==> src/core/rbs_pkg.sv <==
// Constants, types and register map of the broadcast scheduler.
// Assumes a 10 MHz system clock and a 32-bit APB register bus.
package rbs_pkg;

    localparam int CLK_PERIOD_NS    = 100;
    localparam int SEC_NS           = 1_000_000_000;
    localparam int SEC_CYC          = SEC_NS / CLK_PERIOD_NS;
    localparam int RETRY_GAP_MS     = 200;
    localparam int RETRY_GAP_CYC    = RETRY_GAP_MS * 1_000_000
                                      / CLK_PERIOD_NS;
    localparam int RAPID_GAP_US     = 10;
    localparam int RAPID_GAP_CYC    = RAPID_GAP_US * 1_000 / CLK_PERIOD_NS;
    localparam int ACK_WAIT_MS      = 50;
    localparam int ACK_WAIT_CYC     = ACK_WAIT_MS * 1_000_000
                                      / CLK_PERIOD_NS;

    localparam logic [16:0] ALARM_GAP_S  = 17'h00006;
    localparam logic [16:0] SEC_PER_MIN  = 17'h0003C;
    localparam logic [16:0] SEC_PER_HOUR = 17'h00E10;
    localparam logic [2:0]  HOLD_S       = 3'h5;
    localparam logic [1:0]  FLASH_S      = 2'h2;

    localparam logic [2:0]  WAKE_MIN     = 3'h1;
    localparam logic [2:0]  WAKE_MAX     = 3'h5;
    localparam logic [2:0]  WAKE_DEF     = 3'h5;
    localparam logic [2:0]  RETRY_MIN    = 3'h1;
    localparam logic [2:0]  RETRY_MAX    = 3'h5;
    localparam logic [2:0]  RETRY_DEF    = 3'h1;
    localparam logic [2:0]  RETRY_ACK    = 3'h4;
    localparam logic [1:0]  REPEATS      = 2'h3;
    localparam logic [4:0]  CFG_HRS_MAX  = 5'h12;
    localparam logic [4:0]  CFG_HRS_DEF  = 5'h01;
    localparam logic [4:0]  NET_ID_MAX   = 5'h19;
    localparam logic [4:0]  NET_ENC_MIN  = 5'h0C;
    localparam logic [4:0]  RTU_MAX      = 5'h1F;
    localparam logic [4:0]  RTU_MAX_DUAL = 5'h1E;
    localparam logic [15:0] CNT_MAX      = 16'hFFFF;

    localparam logic [1:0] PWR_10MW  = 2'h0;
    localparam logic [1:0] PWR_1W    = 2'h3;
    localparam logic [2:0] PWR_125MW = 3'h4;

    localparam logic [7:0] OFS_LINK   = 8'h00;
    localparam logic [7:0] OFS_TIMING = 8'h04;
    localparam logic [7:0] OFS_RADIO  = 8'h08;
    localparam logic [7:0] OFS_CMD    = 8'h0C;
    localparam logic [7:0] OFS_STATUS = 8'h10;
    localparam logic [7:0] OFS_CNT0   = 8'h14;
    localparam logic [7:0] OFS_CNT1   = 8'h18;

    // LINK: net_id[4:0] rtu[12:8] dual[16]
    localparam int F_RTU  = 8;
    localparam int F_DUAL = 16;
    // TIMING: wake_min[2:0] retries[10:8] cfg_hours[20:16]
    localparam int F_RETRY = 8;
    localparam int F_CFGH  = 16;
    // RADIO: handshake[0] band_24g[1] power[5:4] link_screen[8]
    localparam int F_BAND  = 1;
    localparam int F_PWR   = 4;
    localparam int F_SCRN  = 8;
    // CMD: clear cnt0[0] clear cnt1[1] config edited[2]
    localparam int F_EDIT  = 2;
    // STATUS: state[2:0] in_range[4] unlocked[5] cfg_pending[6]
    localparam int F_INRG  = 4;
    localparam int F_UNLK  = 5;
    localparam int F_PEND  = 6;

    typedef enum logic [2:0] {
        ST_SLEEP, ST_WAKE, ST_SEND, ST_BUSY, ST_ACK, ST_GAP, ST_RETRY
    } rbs_state_e;

    typedef struct packed {
        logic       in_range;
        logic [4:0] net_id;
        logic       ack;
        logic       tx_done;
    } rbs_radio_in_s;

    typedef struct packed {
        logic       radio_on;
        logic       tx_start;
        logic       tx_cfg;
        logic       tx_chan;
        logic [4:0] rtu;
        logic [4:0] hop_chan;
        logic       encrypt;
        logic [2:0] power;
    } rbs_radio_out_s;

endpackage

==> src/core/rbs_scheduler.sv <==
// Broadcast scheduler of a wireless gas monitor: timing, repeats,
// config broadcasts, identifiers, power and per-channel counters.
// Assumes a radio module that reports server range, ack and tx done.
`timescale 1ns/100ps
module rbs_scheduler
    import rbs_pkg::*;
#(
    parameter int SEC_CYCLES       = SEC_CYC,
    parameter int RETRY_GAP_CYCLES = RETRY_GAP_CYC,
    parameter int ACK_WAIT_CYCLES  = ACK_WAIT_CYC,
    parameter int RAPID_GAP_CYCLES = RAPID_GAP_CYC
) (
    input  wire logic           pclk,
    input  wire logic           presetn,
    input  wire logic           psel,
    input  wire logic           penable,
    input  wire logic           pwrite,
    input  wire logic [7:0]     paddr,
    input  wire logic [31:0]    pwdata,
    output logic                pready,
    output logic                pslverr,
    output logic [31:0]         prdata,
    input  wire logic           first_level_alarm,
    input  wire logic           second_level_alarm,
    input  wire logic           third_level_alarm,
    input  wire logic           up_key,
    input  wire logic           radio_menu_end,
    input  wire rbs_radio_in_s  radio_in,
    output rbs_radio_out_s      radio_out,
    output logic                alarm_led_flash
);

    typedef struct packed {
        rbs_state_e       st;
        logic [31:0]      tick;
        logic [31:0]      cyc;
        logic [16:0]      sec;
        logic [16:0]      cfg_sec;
        logic [2:0]       hold;
        logic [1:0]       flash;
        logic [4:0]       net_id;
        logic [4:0]       rtu;
        logic             dual;
        logic [2:0]       wake_min;
        logic [2:0]       retries;
        logic [4:0]       cfg_hours;
        logic             handshake;
        logic             band_24g;
        logic [1:0]       power;
        logic             link_screen;
        logic             unlocked;
        logic             cfg_pending;
        logic             cfg_sending;
        logic             chan;
        logic [2:0]       tries;
        logic [1:0]       reps;
        logic             acked;
        logic             in_range;
        logic [1:0][15:0] cnt;
        logic             tx_start;
        logic [31:0]      prdata;
    } rbs_regs_s;

    rbs_regs_s        q;
    rbs_regs_s        next_q;
    logic [1:0][15:0] next_cnt;
    logic [31:0]      rd_val;
    logic             hit;
    logic             wr;
    logic             live_range;
    logic             ack_ok;
    logic             radio_on;

    function automatic logic [2:0] clamp3(input logic [2:0] v,
                                          input logic [2:0] lo,
                                          input logic [2:0] hi);
        logic [2:0] r;
        r = v;
        if (v < lo) begin
            r = lo;
        end else if (v > hi) begin
            r = hi;
        end
        return r;
    endfunction

    function automatic logic [4:0] clamp5(input logic [4:0] v,
                                          input logic [4:0] hi);
        return (v > hi) ? hi : v;
    endfunction

    assign wr         = psel & penable & pwrite;
    // A server of another network never counts as in range
    assign live_range = radio_in.in_range
                        && (radio_in.net_id == q.net_id);
    assign ack_ok     = radio_in.ack
                        && (radio_in.net_id == q.net_id);
    assign radio_on   = (q.st != ST_SLEEP) || q.link_screen;

    // Clear and increment in one cycle leaves a count of one
    for (genvar ch = 0; ch < 2; ch++) begin : g_cnt
        logic inc;
        logic clr;
        assign inc = (q.st == ST_SEND) && (q.chan == ch);
        assign clr = wr && (paddr == OFS_CMD) && pwdata[ch];
        always_comb begin
            if (clr) begin
                next_cnt[ch] = {15'h0000, inc};
            end else if (inc && q.cnt[ch] != CNT_MAX) begin
                next_cnt[ch] = q.cnt[ch] + 16'h0001;
            end else begin
                next_cnt[ch] = q.cnt[ch];
            end
        end
    end

    always_comb begin
        rd_val = 32'h0000_0000;
        hit    = 1'b1;
        if (paddr == OFS_LINK) begin
            rd_val[4:0]                = q.net_id;
            rd_val[F_RTU +: 5]         = q.rtu;
            rd_val[F_DUAL]             = q.dual;
        end else if (paddr == OFS_TIMING) begin
            rd_val[2:0]                = q.wake_min;
            rd_val[F_RETRY +: 3]       = q.retries;
            rd_val[F_CFGH +: 5]        = q.cfg_hours;
        end else if (paddr == OFS_RADIO) begin
            rd_val[0]                  = q.handshake;
            rd_val[F_BAND]             = q.band_24g;
            rd_val[F_PWR +: 2]         = q.power;
            rd_val[F_SCRN]             = q.link_screen;
        end else if (paddr == OFS_CMD) begin
            rd_val = 32'h0000_0000;
        end else if (paddr == OFS_STATUS) begin
            rd_val[2:0]                = q.st;
            rd_val[F_INRG]             = q.in_range;
            rd_val[F_UNLK]             = q.unlocked;
            rd_val[F_PEND]             = q.cfg_pending;
        end else if (paddr == OFS_CNT0) begin
            rd_val[15:0]               = q.cnt[0];
        end else if (paddr == OFS_CNT1) begin
            rd_val[15:0]               = q.cnt[1];
        end else begin
            hit = 1'b0;
        end
    end

    always_comb begin
        logic        tick_hit;
        logic        burst_end;
        logic        stop;
        logic        fire;
        logic [2:0]  tries_n;
        logic [16:0] target;
        logic [16:0] cfg_target;
        tick_hit   = (q.tick == 32'(SEC_CYCLES - 1));
        burst_end  = 1'b0;
        stop       = 1'b0;
        fire       = 1'b0;
        tries_n    = q.tries + 3'h1;
        target     = 17'(q.wake_min * SEC_PER_MIN);
        cfg_target = 17'(q.cfg_hours * SEC_PER_HOUR);
        if (first_level_alarm || second_level_alarm
                || third_level_alarm) begin
            target = ALARM_GAP_S;
        end

        next_q          = q;
        next_q.tx_start = 1'b0;
        next_q.cnt      = next_cnt;
        next_q.tick     = tick_hit ? 32'h0000_0000 : q.tick + 32'h1;
        next_q.cyc      = q.cyc + 32'h1;
        if (tick_hit && q.sec != 17'h1FFFF) begin
            next_q.sec = q.sec + 17'h1;
        end
        if (radio_on) begin
            next_q.in_range = live_range;
        end
        if (q.st != ST_SLEEP && ack_ok) begin
            next_q.acked = 1'b1;
        end

        case (q.st)
            ST_SLEEP: begin
                if (q.sec >= target || q.cfg_pending) begin
                    next_q.st          = ST_WAKE;
                    next_q.cfg_sending = q.cfg_pending;
                    next_q.chan        = 1'b0;
                    next_q.tries       = 3'h0;
                    next_q.reps        = 2'h0;
                    next_q.acked       = 1'b0;
                end
            end
            ST_WAKE: begin
                if (live_range) begin
                    next_q.st = ST_SEND;
                end
            end
            ST_SEND: begin
                next_q.tx_start = 1'b1;
                next_q.st       = ST_BUSY;
            end
            ST_BUSY: begin
                if (radio_in.tx_done) begin
                    next_q.reps = q.reps + 2'h1;
                    next_q.cyc  = 32'h0;
                    if (q.handshake) begin
                        next_q.st = ST_ACK;
                    end else if (q.reps + 2'h1 < REPEATS) begin
                        next_q.st = ST_GAP;
                    end else begin
                        burst_end = 1'b1;
                    end
                end
            end
            ST_ACK: begin
                if (ack_ok || q.acked) begin
                    burst_end = 1'b1;
                end else if (q.cyc == 32'(ACK_WAIT_CYCLES - 1)) begin
                    next_q.cyc = 32'h0;
                    if (q.reps < REPEATS) begin
                        next_q.st = ST_GAP;
                    end else begin
                        burst_end = 1'b1;
                    end
                end
            end
            ST_GAP: begin
                if (q.cyc == 32'(RAPID_GAP_CYCLES - 1)) begin
                    next_q.st = ST_SEND;
                end
            end
            ST_RETRY: begin
                if (q.cyc == 32'(RETRY_GAP_CYCLES - 1)) begin
                    next_q.st    = ST_SEND;
                    next_q.reps  = 2'h0;
                    next_q.acked = 1'b0;
                end
            end
            default: begin
                next_q.st = ST_SLEEP;
            end
        endcase

        if (burst_end) begin
            stop = (tries_n >= q.retries);
            if (q.retries >= RETRY_ACK && (q.acked || ack_ok)) begin
                stop = 1'b1;
            end
            if (!stop) begin
                next_q.st    = ST_RETRY;
                next_q.cyc   = 32'h0;
                next_q.tries = tries_n;
            end else if (q.dual && !q.chan) begin
                next_q.st    = ST_SEND;
                next_q.chan  = 1'b1;
                next_q.tries = 3'h0;
                next_q.reps  = 2'h0;
                next_q.acked = 1'b0;
            end else begin
                next_q.st  = ST_SLEEP;
                next_q.sec = 17'h0;
                if (q.cfg_sending) begin
                    next_q.cfg_pending = 1'b0;
                    next_q.cfg_sending = 1'b0;
                end
            end
        end

        // Config interval runs on its own, independent of wakeups
        if (q.cfg_hours == 5'h00) begin
            next_q.cfg_sec = 17'h0;
        end else if (tick_hit) begin
            next_q.cfg_sec = q.cfg_sec + 17'h1;
            if (q.cfg_sec + 17'h1 >= cfg_target) begin
                next_q.cfg_sec     = 17'h0;
                next_q.cfg_pending = 1'b1;
            end
        end

        if (!up_key) begin
            next_q.hold = 3'h0;
        end else if (tick_hit && q.hold < HOLD_S) begin
            next_q.hold = q.hold + 3'h1;
            fire        = (q.hold + 3'h1 == HOLD_S);
        end
        if (fire && radio_menu_end) begin
            next_q.unlocked = 1'b1;
            next_q.flash    = FLASH_S;
        end else if (fire) begin
            next_q.cfg_pending = 1'b1;
        end else if (tick_hit && q.flash != 2'h0) begin
            next_q.flash = q.flash - 2'h1;
        end

        if (wr && paddr == OFS_LINK) begin
            next_q.net_id = clamp5(pwdata[4:0], NET_ID_MAX);
            next_q.dual   = pwdata[F_DUAL];
            next_q.rtu    = clamp5(pwdata[F_RTU +: 5],
                                   pwdata[F_DUAL] ? RTU_MAX_DUAL
                                                  : RTU_MAX);
        end else if (wr && paddr == OFS_TIMING) begin
            next_q.wake_min  = clamp3(pwdata[2:0], WAKE_MIN, WAKE_MAX);
            next_q.retries   = clamp3(pwdata[F_RETRY +: 3],
                                      RETRY_MIN, RETRY_MAX);
            next_q.cfg_hours = clamp5(pwdata[F_CFGH +: 5], CFG_HRS_MAX);
        end else if (wr && paddr == OFS_RADIO) begin
            next_q.handshake   = pwdata[0];
            next_q.band_24g    = pwdata[F_BAND];
            next_q.link_screen = pwdata[F_SCRN];
            // Locked 1 W request leaves the old power in place
            if (pwdata[F_PWR +: 2] != PWR_1W || q.unlocked) begin
                next_q.power = pwdata[F_PWR +: 2];
            end
        end
        // Edit request wins over the end-of-sequence clear
        if (wr && paddr == OFS_CMD && pwdata[F_EDIT]) begin
            next_q.cfg_pending = 1'b1;
        end

        if (psel && !penable && !pwrite) begin
            next_q.prdata = rd_val;
        end
    end

    always_ff @(posedge pclk or negedge presetn) begin
        if (!presetn) begin
            q           <= '0;
            q.wake_min  <= WAKE_DEF;
            q.retries   <= RETRY_DEF;
            q.cfg_hours <= CFG_HRS_DEF;
            q.power     <= PWR_10MW;
        end else begin
            q <= next_q;
        end
    end

    assign pready          = 1'b1;
    assign pslverr         = psel & penable & ~hit;
    assign prdata          = q.prdata;
    assign alarm_led_flash = (q.flash != 2'h0);

    always_comb begin
        radio_out.radio_on = radio_on;
        radio_out.tx_start = q.tx_start;
        radio_out.tx_cfg   = q.cfg_sending;
        radio_out.tx_chan  = q.chan;
        radio_out.rtu      = q.rtu + {4'h0, q.chan};
        radio_out.hop_chan = q.net_id + 5'h01;
        radio_out.encrypt  = (q.net_id >= NET_ENC_MIN);
        radio_out.power    = q.band_24g ? PWR_125MW
                                        : {1'b0, q.power};
    end

endmodule

==> config.mk <==
export PLATFORM = sky130hd
export DESIGN_NAME = rbs_scheduler
export DESIGN_NICKNAME = d
export VERILOG_FILES = /design/src/core/rbs_pkg.sv /design/src/core/rbs_scheduler.sv
export SDC_FILE = /design/constraint.sdc
export NUM_CORES = 1
export LEC_CHECK = 0
export BUFFER_PORTS_ARGS = -buffer_cell sky130_fd_sc_hd__buf_4
export CORE_ASPECT_RATIO = 2
export CORE_MARGIN = 4
export CORE_UTILIZATION = 55
export DETAILED_ROUTE_END_ITERATION = 6
export PLACE_DENSITY = 0.86
export SYNTH_ARGS = -nofsm -noshare
export SYNTH_HDL_FRONTEND = slang
export SYNTH_SLANG_ARGS = --single-unit
==> constraint.sdc <==
create_clock -name pclk -period 9.6 [get_ports pclk]
set_input_delay 0.96 -clock pclk [delete_from_list [all_inputs] [get_ports pclk]]
set_output_delay 0.96 -clock pclk [all_outputs]
set_load 0.1 [all_outputs]
==> results of run 1 <==
cell type report:
type                    instances  area, sq um
flip-flops and latches        198         4960
multi-input cells             998         6470
repair buffers                 90          682
well taps                     273          342
fillers                      1739         8240
clock inverters                 9         97.6
clock buffers                  23          498
inverters                      53          199
Yosys cell counts (15+ instances only):
library cell,count
nand2_1,148
mux2_2,17
nor4_1,15
or3_1,19
xnor2_1,59
inv_1,53
clkbuf_1,22
nand3_1,63
ha_1,73
a21oi_1,48
nor3_1,28
and3_1,29
nor2b_1,15
nand4_1,27
nand2b_1,18
xor2_1,64
dfrtp_1,194
o21ai_0,62
nor2_1,143
buf_4,39
flip-flops by register name, summed over array words and instances (netlist names):
| register | cells |
|---|---|
| radio_out | 3 |
| q | 174 |
| prdata | 21 |
stage by stage:
step                      utilization [%]  instances
after floorplan                         -       1322
final                                61.6       1644
after CTS                            61.6       1644
after detailed placement             58.9       1612
after global placement               58.9       1612
after global routing                 61.6       1644
worst paths after layout:
check                           start         end  slack, ns  cells past startpoint
max                             q[89]      q[208]       5.22                     14
min                        prdata[19]  prdata[19]       0.48                      2
max reg2reg                     q[89]      q[208]       5.22                     14
min reg2reg                prdata[19]  prdata[19]       0.48                      2
max in group asynchronous     presetn      q[182]       7.14                      3
min in group asynchronous     presetn       q[61]       0.58                      1
report_power, final:
| group | internal, uW | switching, uW | total (uW) |
|---|---|---|---|
| registers | 928 | 116 | 1040 |
| clock network | 416 | 316 | 731 |
| logic | 195 | 372 | 567 |
logic make-up after synthesis:
kind of cell	count (synthesis)	synth area share, %
xor+xnor	123	8.96
flops	198	41.2
buf+inv	126	5.31
fa+ha+maj	78	8.43
other cells	2	0.0625
simple gates	564	23.4
compound gates	197	10.4
mux	24	2.17
worst reg2reg max path, stage by stage (launching register included):
cell	delay, ns
dfstp_2	0.63
fa_1	0.49
ha_1	0.26
ha_1	0.20
a21oi_1	0.21
xor2_1	0.18
nand2_1	0.07
ha_1	0.32
a2111oi_0	0.36
o21ai_0	0.15
o2111a_1	0.26
nor3_1	0.31
a311oi_1	0.19
a41oi_2	0.27
mux2_2	0.37
per-layer routing:
layer / GRT usage [%] / up-vias / part of all wire (%)
met5: 0 / - / 0
met3: 5.18 / 142 / 4.3
li1: - / 4602 / -
met2: 44.7 / 315 / 55
met4: 15.4 / 0 / 6.3
met1: 24.0 / 4855 / 35
==> impl_metrics.py, run 1 <==
metrics = {
    "run_status": {
        "outcome": "finished, final reports clean",
    },
    "clock_network": {
        "cts_buffers": 17,
        "cts.htree.levels": 4,
        "clock-sinks": 198,
        "hold_buffers": 0,
        "cts_tree": "yes",
        "clock_latency_ns": 0.45,
        "post_cts_resize_count": 0,
        "clockRootBuffer": "clkbuf_16",
        "cts_buffer_depth": 2,
        "clk_transition_reported_paths_ns": 0.07,
        "cts_post_setup_buffers_inserted": 0,
    },
    "logic_synthesis": {
        "synthArstFlopShare_pct": 100,
        "synth_edf_count": 0,
        "syn_inst": 1312,
        "yosysWarnings": 0,
        "syn_area_per_cell_sq_um": 9.16,
        "synth_area_sq_mm": 0.0120,
        "synth_top_area_cell": "dfrtp_1",
        "synth_seq_cells": 198,
        "yosysSeqAreaShare_pct": 41.2,
        "netlist.area_leader.share_pct": 40.4,
        "synth.distinct_cells": 76,
        "synth_area_leaders": "dfrtp_1 (40%), ha_1 (7.6%), xor2_1 (4.7%)",
        "synth_flop_cell": "dfrtp_1",
    },
    "floorplanning": {
        "fp-row-count": 76,
        "top_level_ports": 111,
        "die_area_sq_mm": 0.0244,
        "fp.dieW_microns": 113,
        "core_sq_mm": 0.0215,
        "start_util_pct": 56.0,
        "die_y_microns": 217,
    },
    "sta": {
        "min_period_over_period_pct": 45.6,
        "worstMarginPinSlew_ns": 1.00,
        "worst_slack_ns": 5.22,
        "setup_viol": 0,
        "hold-worst-slack_ns": 0.481,
        "rsz0062_at_grt": "no",
        "period_needed_ns": 4.38,
        "relSlewSlack_pct": 33.1,
        "maxSlewViolCount": 0,
        "hold_viol_final": 0,
        "fin_skew_ns": 0.00987,
        "clock.fmax_mhz": 228,
        "tns_ns": 0,
    },
    "worst_setup_path": {
        "timing.critical_path.buf_inv": 0,
        "path_common_cell": "ha_1",
        "start_kind": "register",
        "endpoint_kind": "register",
        "crit_chain": "fa_1 -> ha_1 -> ha_1 -> a21oi_1 -> xor2_1 -> nand2_1 -> ha_1 -> a2111oi_0 -> o21ai_0 -> o2111a_1 -> nor3_1 -> a311oi_1 -> a41oi_2 -> mux2_2",
        "cp_top_family": "compound AO/OA/AOI/OAI gates",
        "crit_slowest_cell": "dfstp_2",
        "crit_fanout": 6,
        "critPathKind": "reg -> reg",
        "crit_arrival_ns": 4.71,
        "cp_slowest_stage_delay_ns": 0.63,
        "worstPathRequired_ns": 9.93,
    },
    "detailed_routing": {
        "antenna_left": 0,
        "first_pass_iters": 5,
        "vias": 9914,
        "avgViaCountPerCell": 6.03,
        "wl_per_cell_microns": 17.5,
        "drc": 0,
        "routed_wl_mm": 28.8,
        "first_iter_violations": 746,
    },
    "finish": {
        "nets": 1494,
        "diodes": 0,
        "final_common_cell": "dfrtp_1",
        "drive_above_1_share_pct": 12.0,
        "design_area_sq_mm": 0.0132,
        "syn_to_final_growth_pct": 10.2,
        "final_cell_mix": "dfrtp_1 (194), nand2_1 (148), nor2_1 (143)",
    },
    "placed_design": {
        "gp_congestion": 0.904,
        "place_hpwl_mm": 21.4,
        "io_buffer_count": 82,
        "place_area_sq_mm": 0.0127,
        "preCtsSetupSlack_ns": 5.28,
    },
    "power": {
        "peakVddDrop_uv": 144,
        "leakage_uw": 0.00602,
        "p_total_uw": 2340,
        "power_density_mw_per_mm2": 177,
    },
    "hold_path": {
        "hold_path.class": "reg -> reg",
    },
    "global_route": {
        "grt_overflow": 0,
        "track_usage_pct": 24.2,
        "antenna_found_initial": 0,
        "grt_max_degree": 96,
        "first_global_vias": 10300,
        "grt_pass1_wl_mm": 48.2,
    },
    "flow_run": {
        "max_cap_violations": 0,
    },
}
Power figures use the tool's default switching activity.
==> run 2, diff against run 1 <==
- ABC_AREA: not set -> 1
- PLACE_DENSITY: 0.86 -> 0.85
- clock period: 9.6 -> 4.2 ns (I/O delays scaled with it)
==> run 2 against run 1 <==
Effect of this change: largest power group unchanged; largest cell class unchanged; final area increased by 12%; global-route usage rose by 3.6 points; register-to-register slack lost 5.0 ns; clock power is 140% higher; the flow now finishes with violations (design-rule violations); first-iteration DRC count rose by 8.7%; hold slack worse by 0.40 ns; critical endpoint is now q[122]; clock-buffer cell count is 2 lower; sequential power up 120%; synthesized area is 12% higher.
==> impl_metrics.py, run 2 <==
metrics = {
    "sta": {
        "period_needed_ns": 3.94,
        "clock.fmax_mhz": 254,
        "tns_ns": 0,
        "relSlewSlack_pct": 27.9,
        "min_period_over_period_pct": 93.9,
        "fin_skew_ns": 0.0118,
        "hold_viol_final": 0,
        "setup_viol": 0,
        "worstMarginPinSlew_ns": 1.08,
        "hold-worst-slack_ns": 0.0805,
        "rsz0062_at_grt": "no",
        "maxSlewViolCount": 0,
    },
    "hold_path": {
        "hold_path.class": "in -> async",
    },
    "worst_setup_path": {
        "rrSetupSlack_ns": 0.26,
        "crit_slowest_cell": "fa_1",
        "rr_worst_depth": 24,
        "cp_slowest_stage_delay_ns": 0.54,
        "path_common_cell": "nor2_1",
        "crit_arrival_ns": 4.30,
        "crit_fanout": 16,
        "start_kind": "register",
        "worstPathRequired_ns": 4.55,
        "crit_chain": "inv_2 -> fa_1 -> inv_1 -> ha_4 -> ha_4 -> ha_4 -> a21oi_1 -> and2_4 -> inv_1 -> a21oi_1 -> nor2_1 -> nor2_1 -> xor2_1 -> ha_1 -> nand2_1 -> nor2_1 -> nand3_1 -> nor2_2 -> nor2_1 -> nand2_1 -> buf_12 -> inv_1 -> nand3_1 -> nand2_1",
        "critPathKind": "reg -> reg",
        "endpoint_kind": "register",
    },
    "logic_synthesis": {
        "synth_top_area_cell": "dfrtp_1",
        "synth.distinct_cells": 58,
        "synth_seq_cells": 198,
        "syn_inst": 1803,
        "synth_area_sq_mm": 0.0134,
        "ys_top_cells_by_count": "nand2_1 (379), inv_1 (253), nor2_1 (238)",
        "yosysMostFrequentCell": "nand2_1",
        "synth_flop_cell": "dfrtp_1",
        "netlist.area_leader.share_pct": 36.2,
        "synth_edf_count": 0,
        "synth_area_leaders": "dfrtp_1 (36%), nand2_1 (11%), inv_1 (7.1%)",
        "syn_area_per_cell_sq_um": 7.44,
        "yosysSeqAreaShare_pct": 37.0,
        "yosysWarnings": 0,
        "synthArstFlopShare_pct": 100,
    },
    "finish": {
        "final_common_cell": "nand2_1",
        "seqCellArea_sq_mm": 0.00496,
        "nets": 2003,
        "drive_above_1_share_pct": 9.79,
        "largest-register": "q",
        "fillers": 2091,
        "multi_input_area_sq_mm": 0.00714,
        "largest_register_ffs": 174,
        "final_cell_mix": "nand2_1 (379), inv_1 (250), nor2_1 (237)",
        "syn_to_final_growth_pct": 10.4,
        "diodes": 0,
    },
    "floorplanning": {
        "start_util_pct": 56.1,
        "fp.dieW_microns": 118,
        "fp-row-count": 80,
        "top_level_ports": 111,
        "die_y_microns": 229,
        "core_sq_mm": 0.0239,
        "die_area_sq_mm": 0.0271,
    },
    "power": {
        "leakage_uw": 0.00717,
        "power_density_mw_per_mm2": 363,
        "peakVddDrop_uv": 275,
    },
    "detailed_routing": {
        "avgViaCountPerCell": 5.70,
        "first_iter_violations": 811,
        "first_pass_iters": 7,
        "routed_wl_mm": 37.1,
        "drc": 2,
        "antenna_left": 0,
        "vias": 12300,
        "wl_per_cell_microns": 17.1,
    },
    "global_route": {
        "grt_pass1_wl_mm": 61.1,
        "grt_max_degree": 117,
        "track_usage_pct": 27.9,
        "antenna_found_initial": 0,
        "grt_overflow": 0,
        "first_global_vias": 12800,
    },
    "placed_design": {
        "place_hpwl_mm": 28.7,
        "io_buffer_count": 82,
        "gp_congestion": 0.992,
    },
    "clock_network": {
        "cts_buffer_depth": 2,
        "clock_latency_ns": 0.46,
        "cts_buffers": 17,
        "hold_buffers": 0,
        "clockRootBuffer": "clkbuf_16",
        "cts.htree.levels": 4,
        "clock-sinks": 198,
        "clk_transition_reported_paths_ns": 0.07,
        "cts_tree": "yes",
    },
    "run_status": {
        "failed_checks": "design-rule violations",
        "outcome": "finished with violations",
    },
    "flow_run": {
        "max_cap_violations": 0,
    },
}
run 2: worst paths after layout:
check	end	from
worst max-delay path	q[122]	q[83]
min in group pclk	q[96]	pwdata[11]
max in group asynchronous	q[89]	presetn
worst max register to register	q[122]	q[83]
worst min register to register	q[174]	q[174]
worst min-delay path	q[198]	presetn
run 2: layout make-up:
type                            instances  area share, %
Timing Repair Buffer                   96           5.08
Tap cell                              287           2.43
Clock inverter                         11          0.989
Clock buffer                           21           3.18
Inverter                              261           6.62
Multi-Input combinational cell       1293           48.2
Sequential cell                       198           33.5
run 2: cell families after synthesis:
family | Yosys count | share of synthesized area, %
other cells | 2 | 0.0560
flops | 198 | 37.0
simple gates | 892 | 29.4
fa+ha+maj | 78 | 7.56
compound gates | 211 | 9.00
buf+inv | 322 | 10.4
mux | 3 | 0.224
xor+xnor | 97 | 6.39
run 2: worst max-delay path: cells and delay by family, from the launching register on:
kind / cells / cell delay (ns)
buf+inv: 5 / 0.40
xor+xnor: 1 / 0.10
fa+ha+maj: 5 / 1.62
flops: 1 / 0.41
simple gates: 11 / 1.05
compound gates: 2 / 0.25
run 2: power breakdown:
part           leakage [uW]  total, uW  switching (uW)  internal (uW)
sequential          0.00251       2290             219           2070
combinational       0.00437       1330             951            384
clock              0.000299       1740             757            985
run 2: through the flow:
step / area, sq um / total power (uW) / setup slack, ns / instances / util (%)
after global placement: 14100 / 3590 / 0.224 / 2131 / 59.0
after CTS: 14700 / 5370 / 0.0263 / 2163 / 61.6
after global routing: 14800 / 5660 / 0.0592 / 2167 / 61.9
after detailed placement: 14100 / 3640 / 0.0451 / 2131 / 59.0
after floorplan: 13500 / 3280 / 0.357 / 1813 / -
final: 14800 / 5370 / 0.257 / 2167 / 61.9
run 2: metal layers:
layer / wire length (microns) / track usage, % / part of all wire [%]
met3: 1540 / 4.73 / 4.1
met1: 12900 / 27.6 / 35
met4: 2710 / 19.6 / 7.3
met5: 0 / 0 / 0
met2: 19900 / 51.7 / 54
run 2: what timing repair did:
item,in CTS,in global routing
resized for setup,0,8
buffers inserted,0,4
setup endpoints to repair,0,18
==> run 3, diff against run 2 <==
--- a/config.mk
+++ b/config.mk
@@ -10,7 +10,7 @@
 export CORE_ASPECT_RATIO = 2
 export CORE_MARGIN = 4
-export CORE_UTILIZATION = 55
+export CORE_UTILIZATION = 35
 export DETAILED_ROUTE_END_ITERATION = 6
-export PLACE_DENSITY = 0.85
+export PLACE_DENSITY = 0.62
 export SYNTH_ARGS = -nofsm -noshare
 export SYNTH_HDL_FRONTEND = slang
==> constraint.sdc (replaced) <==
create_clock -name pclk -period 4.2 [get_ports pclk]
set_input_delay 0.21 -clock pclk [delete_from_list [all_inputs] [get_ports pclk]]
set_output_delay 0.21 -clock pclk [all_outputs]
set_load 0.1 [all_outputs]
==> run 3 against run 2 <==
Effect of this change: the flow now finishes without violations; clock-buffer cell count did not move; non-clock buffer count grew 9; core utilization down 22 points; via count decreased by 2.7%; critical path depth is 2 lower; final area up 1.7%; clock skew fell by 0.0013 ns; routed wire length is 3.2% higher; final cell count up 8.5%; critical endpoint is now q[110].
==> impl_metrics.py, run 3 (synthesized netlist as in run 2, its figures left out) <==
metrics = {
    "floorplanning": {
        "die_area_sq_mm": 0.0417,
        "start_util_pct": 35.4,
        "core_sq_mm": 0.0379,
        "top_level_ports": 111,
        "die_y_microns": 285,
        "fp.dieW_microns": 146,
        "fp-row-count": 101,
    },
    "worst_setup_path": {
        "worstPathRequired_ns": 4.53,
        "endpoint_kind": "register",
        "start_kind": "register",
        "timing.critical_path.buf_inv": 4,
        "cp_slowest_stage_delay_ns": 0.55,
        "crit_fanout": 12,
        "crit_slowest_cell": "fa_1",
        "crit_arrival_ns": 4.21,
        "cp_top_family": "adder cells",
        "rrSetupSlack_ns": 0.32,
        "crit_chain": "inv_1 -> fa_1 -> inv_1 -> ha_1 -> ha_4 -> ha_4 -> a21oi_1 -> and2_4 -> inv_1 -> a21oi_1 -> nor2_1 -> nor2_1 -> xor2_1 -> ha_1 -> nand2_1 -> nor2_1 -> nand3_1 -> nor2_1 -> nor2_1 -> nand2_1 -> buf_4 -> o21ai_0",
        "path_common_cell": "nor2_1",
        "critPathKind": "reg -> reg",
    },
    "finish": {
        "fin_util_pct": 39.7,
        "instances_no_fill": 2351,
        "largest_register_ffs": 174,
        "final_cell_mix": "nand2_1 (379), inv_1 (252), nor2_1 (238)",
        "drive_above_1_share_pct": 9.53,
        "nets": 2012,
        "largest-register": "q",
        "final_common_cell": "nand2_1",
        "syn_to_final_growth_pct": 12.3,
        "design_area_sq_mm": 0.0151,
        "seqCellArea_sq_mm": 0.00496,
        "diodes": 0,
        "multi_input_area_sq_mm": 0.00712,
        "fillers": 3984,
    },
    "sta": {
        "min_period_over_period_pct": 92.4,
        "hold_viol_final": 0,
        "fin_skew_ns": 0.0106,
        "setup_viol": 0,
        "relSlewSlack_pct": 46.2,
        "period_needed_ns": 3.88,
        "maxSlewViolCount": 0,
        "tns_ns": 0,
        "hold-worst-slack_ns": 0.0262,
        "clock.fmax_mhz": 258,
        "worstMarginPinSlew_ns": 0.807,
    },
    "clock_network": {
        "clock_latency_ns": 0.45,
        "clockRootBuffer": "clkbuf_16",
        "cts_buffer_depth": 2,
        "cts_buffers": 17,
        "clock-sinks": 198,
        "cts_tree": "yes",
        "cts.htree.levels": 4,
        "clk_transition_reported_paths_ns": 0.07,
    },
    "placed_design": {
        "gp_congestion": 0.969,
        "place_area_sq_mm": 0.0143,
        "io_buffer_count": 82,
        "place_inst": 2309,
        "place_hpwl_mm": 30.5,
    },
    "global_route": {
        "track_usage_pct": 18.4,
        "grt_overflow": 0,
        "grt_pass1_wl_mm": 61.7,
        "antenna_found_initial": 0,
        "first_global_vias": 12300,
        "grt_max_degree": 104,
    },
    "detailed_routing": {
        "avgViaCountPerCell": 5.11,
        "first_pass_iters": 5,
        "antenna_left": 0,
        "vias": 12000,
        "drc": 0,
        "wl_per_cell_microns": 16.3,
        "first_iter_violations": 631,
        "routed_wl_mm": 38.3,
    },
    "power": {
        "power_density_mw_per_mm2": 355,
        "leakage_uw": 0.00720,
        "peakVddDrop_uv": 271,
    },
    "flow_run": {
        "max_cap_violations": 0,
    },
    "hold_path": {
        "hold_path.class": "in -> reg",
    },
    "run_status": {
        "outcome": "finished, final reports clean",
    },
}
run 3: cell types whose count changed in the layout (fill, tap and decap cells not counted), moves of 2 or more:
| cell | before | now |
|---|---|---|
| o21ai_0 | 100 | 98 |
| clkinv_2 | 3 | 1 |
| buf_4 | 93 | 97 |
| inv_1 | 250 | 252 |
| o21ai_1 | 1 | 3 |
| inv_2 | 10 | 8 |
| dlygate4sd3_1 | 0 | 6 |
run 3: final timing paths:
check,startpoint,to,cells past startpoint
min in group asynchronous,presetn,q[123],2
max in group asynchronous,presetn,q[60],3
worst max register to register,q[83],q[110],22
worst min register to register,q[174],q[174],1
worst max-delay path,q[83],q[110],22
worst min-delay path,pwdata[17],q[82],3
run 3: worst register-to-register path, cell delays in order, from the launching register on:
cell	delay, ns
dfrtp_1	0.37
inv_1	0.08
fa_1	0.55
inv_1	0.04
ha_1	0.32
ha_4	0.26
ha_4	0.25
a21oi_1	0.13
and2_4	0.16
inv_1	0.04
a21oi_1	0.13
nor2_1	0.05
nor2_1	0.10
xor2_1	0.09
ha_1	0.32
nand2_1	0.07
nor2_1	0.14
nand3_1	0.10
nor2_1	0.12
nor2_1	0.05
nand2_1	0.08
buf_4	0.20
o21ai_0	0.10
run 3: per-layer routing:
layer | GRT usage (%) | wire length (microns) | up-vias
met5 | 0 | 0 | -
met4 | 11.0 | 2270 | 0
met3 | 2.32 | 1040 | 118
met2 | 35.3 | 20900 | 295
met1 | 18.6 | 14000 | 5663
li1 | - | - | 5939
run 3: layout make-up:
cell class / count / share of cell area, %
tap: 463 / 3.85
inverter: 261 / 6.50
timing repair buffer: 105 / 5.46
clock buffer: 21 / 3.06
clock inverter: 10 / 0.964
sequential: 198 / 32.9
multi-input combinational: 1293 / 47.2
run 3: what timing repair did:
action | CTS | global route
hold endpoints to repair | 96 | 0
setup endpoints to repair | 0 | 18
buffers inserted | 0 | 5
hold buffers | 6 | 0
gates resized for setup | 0 | 6
run 3: where the power goes:
| part | switching (uW) | total (uW) | internal, uW | leakage, uW |
|---|---|---|---|---|
| logic | 937 | 1320 | 386 | 0.00441 |
| registers | 217 | 2290 | 2070 | 0.00251 |
| clock network | 766 | 1740 | 971 | 0.000290 |
| total | 1920 | 5350 | 3430 | 0.00720 |
run 3: through the flow:
| step | setup WS, ns | power (uW) |
|---|---|---|
| detailed placement | 0.131 | 3640 |
| finish | 0.318 | 5350 |
| CTS | 0.117 | 5400 |
| global placement | 0.205 | 3610 |
| floorplan | 0.239 | 3270 |
| global route | -0.0202 | 5660 |
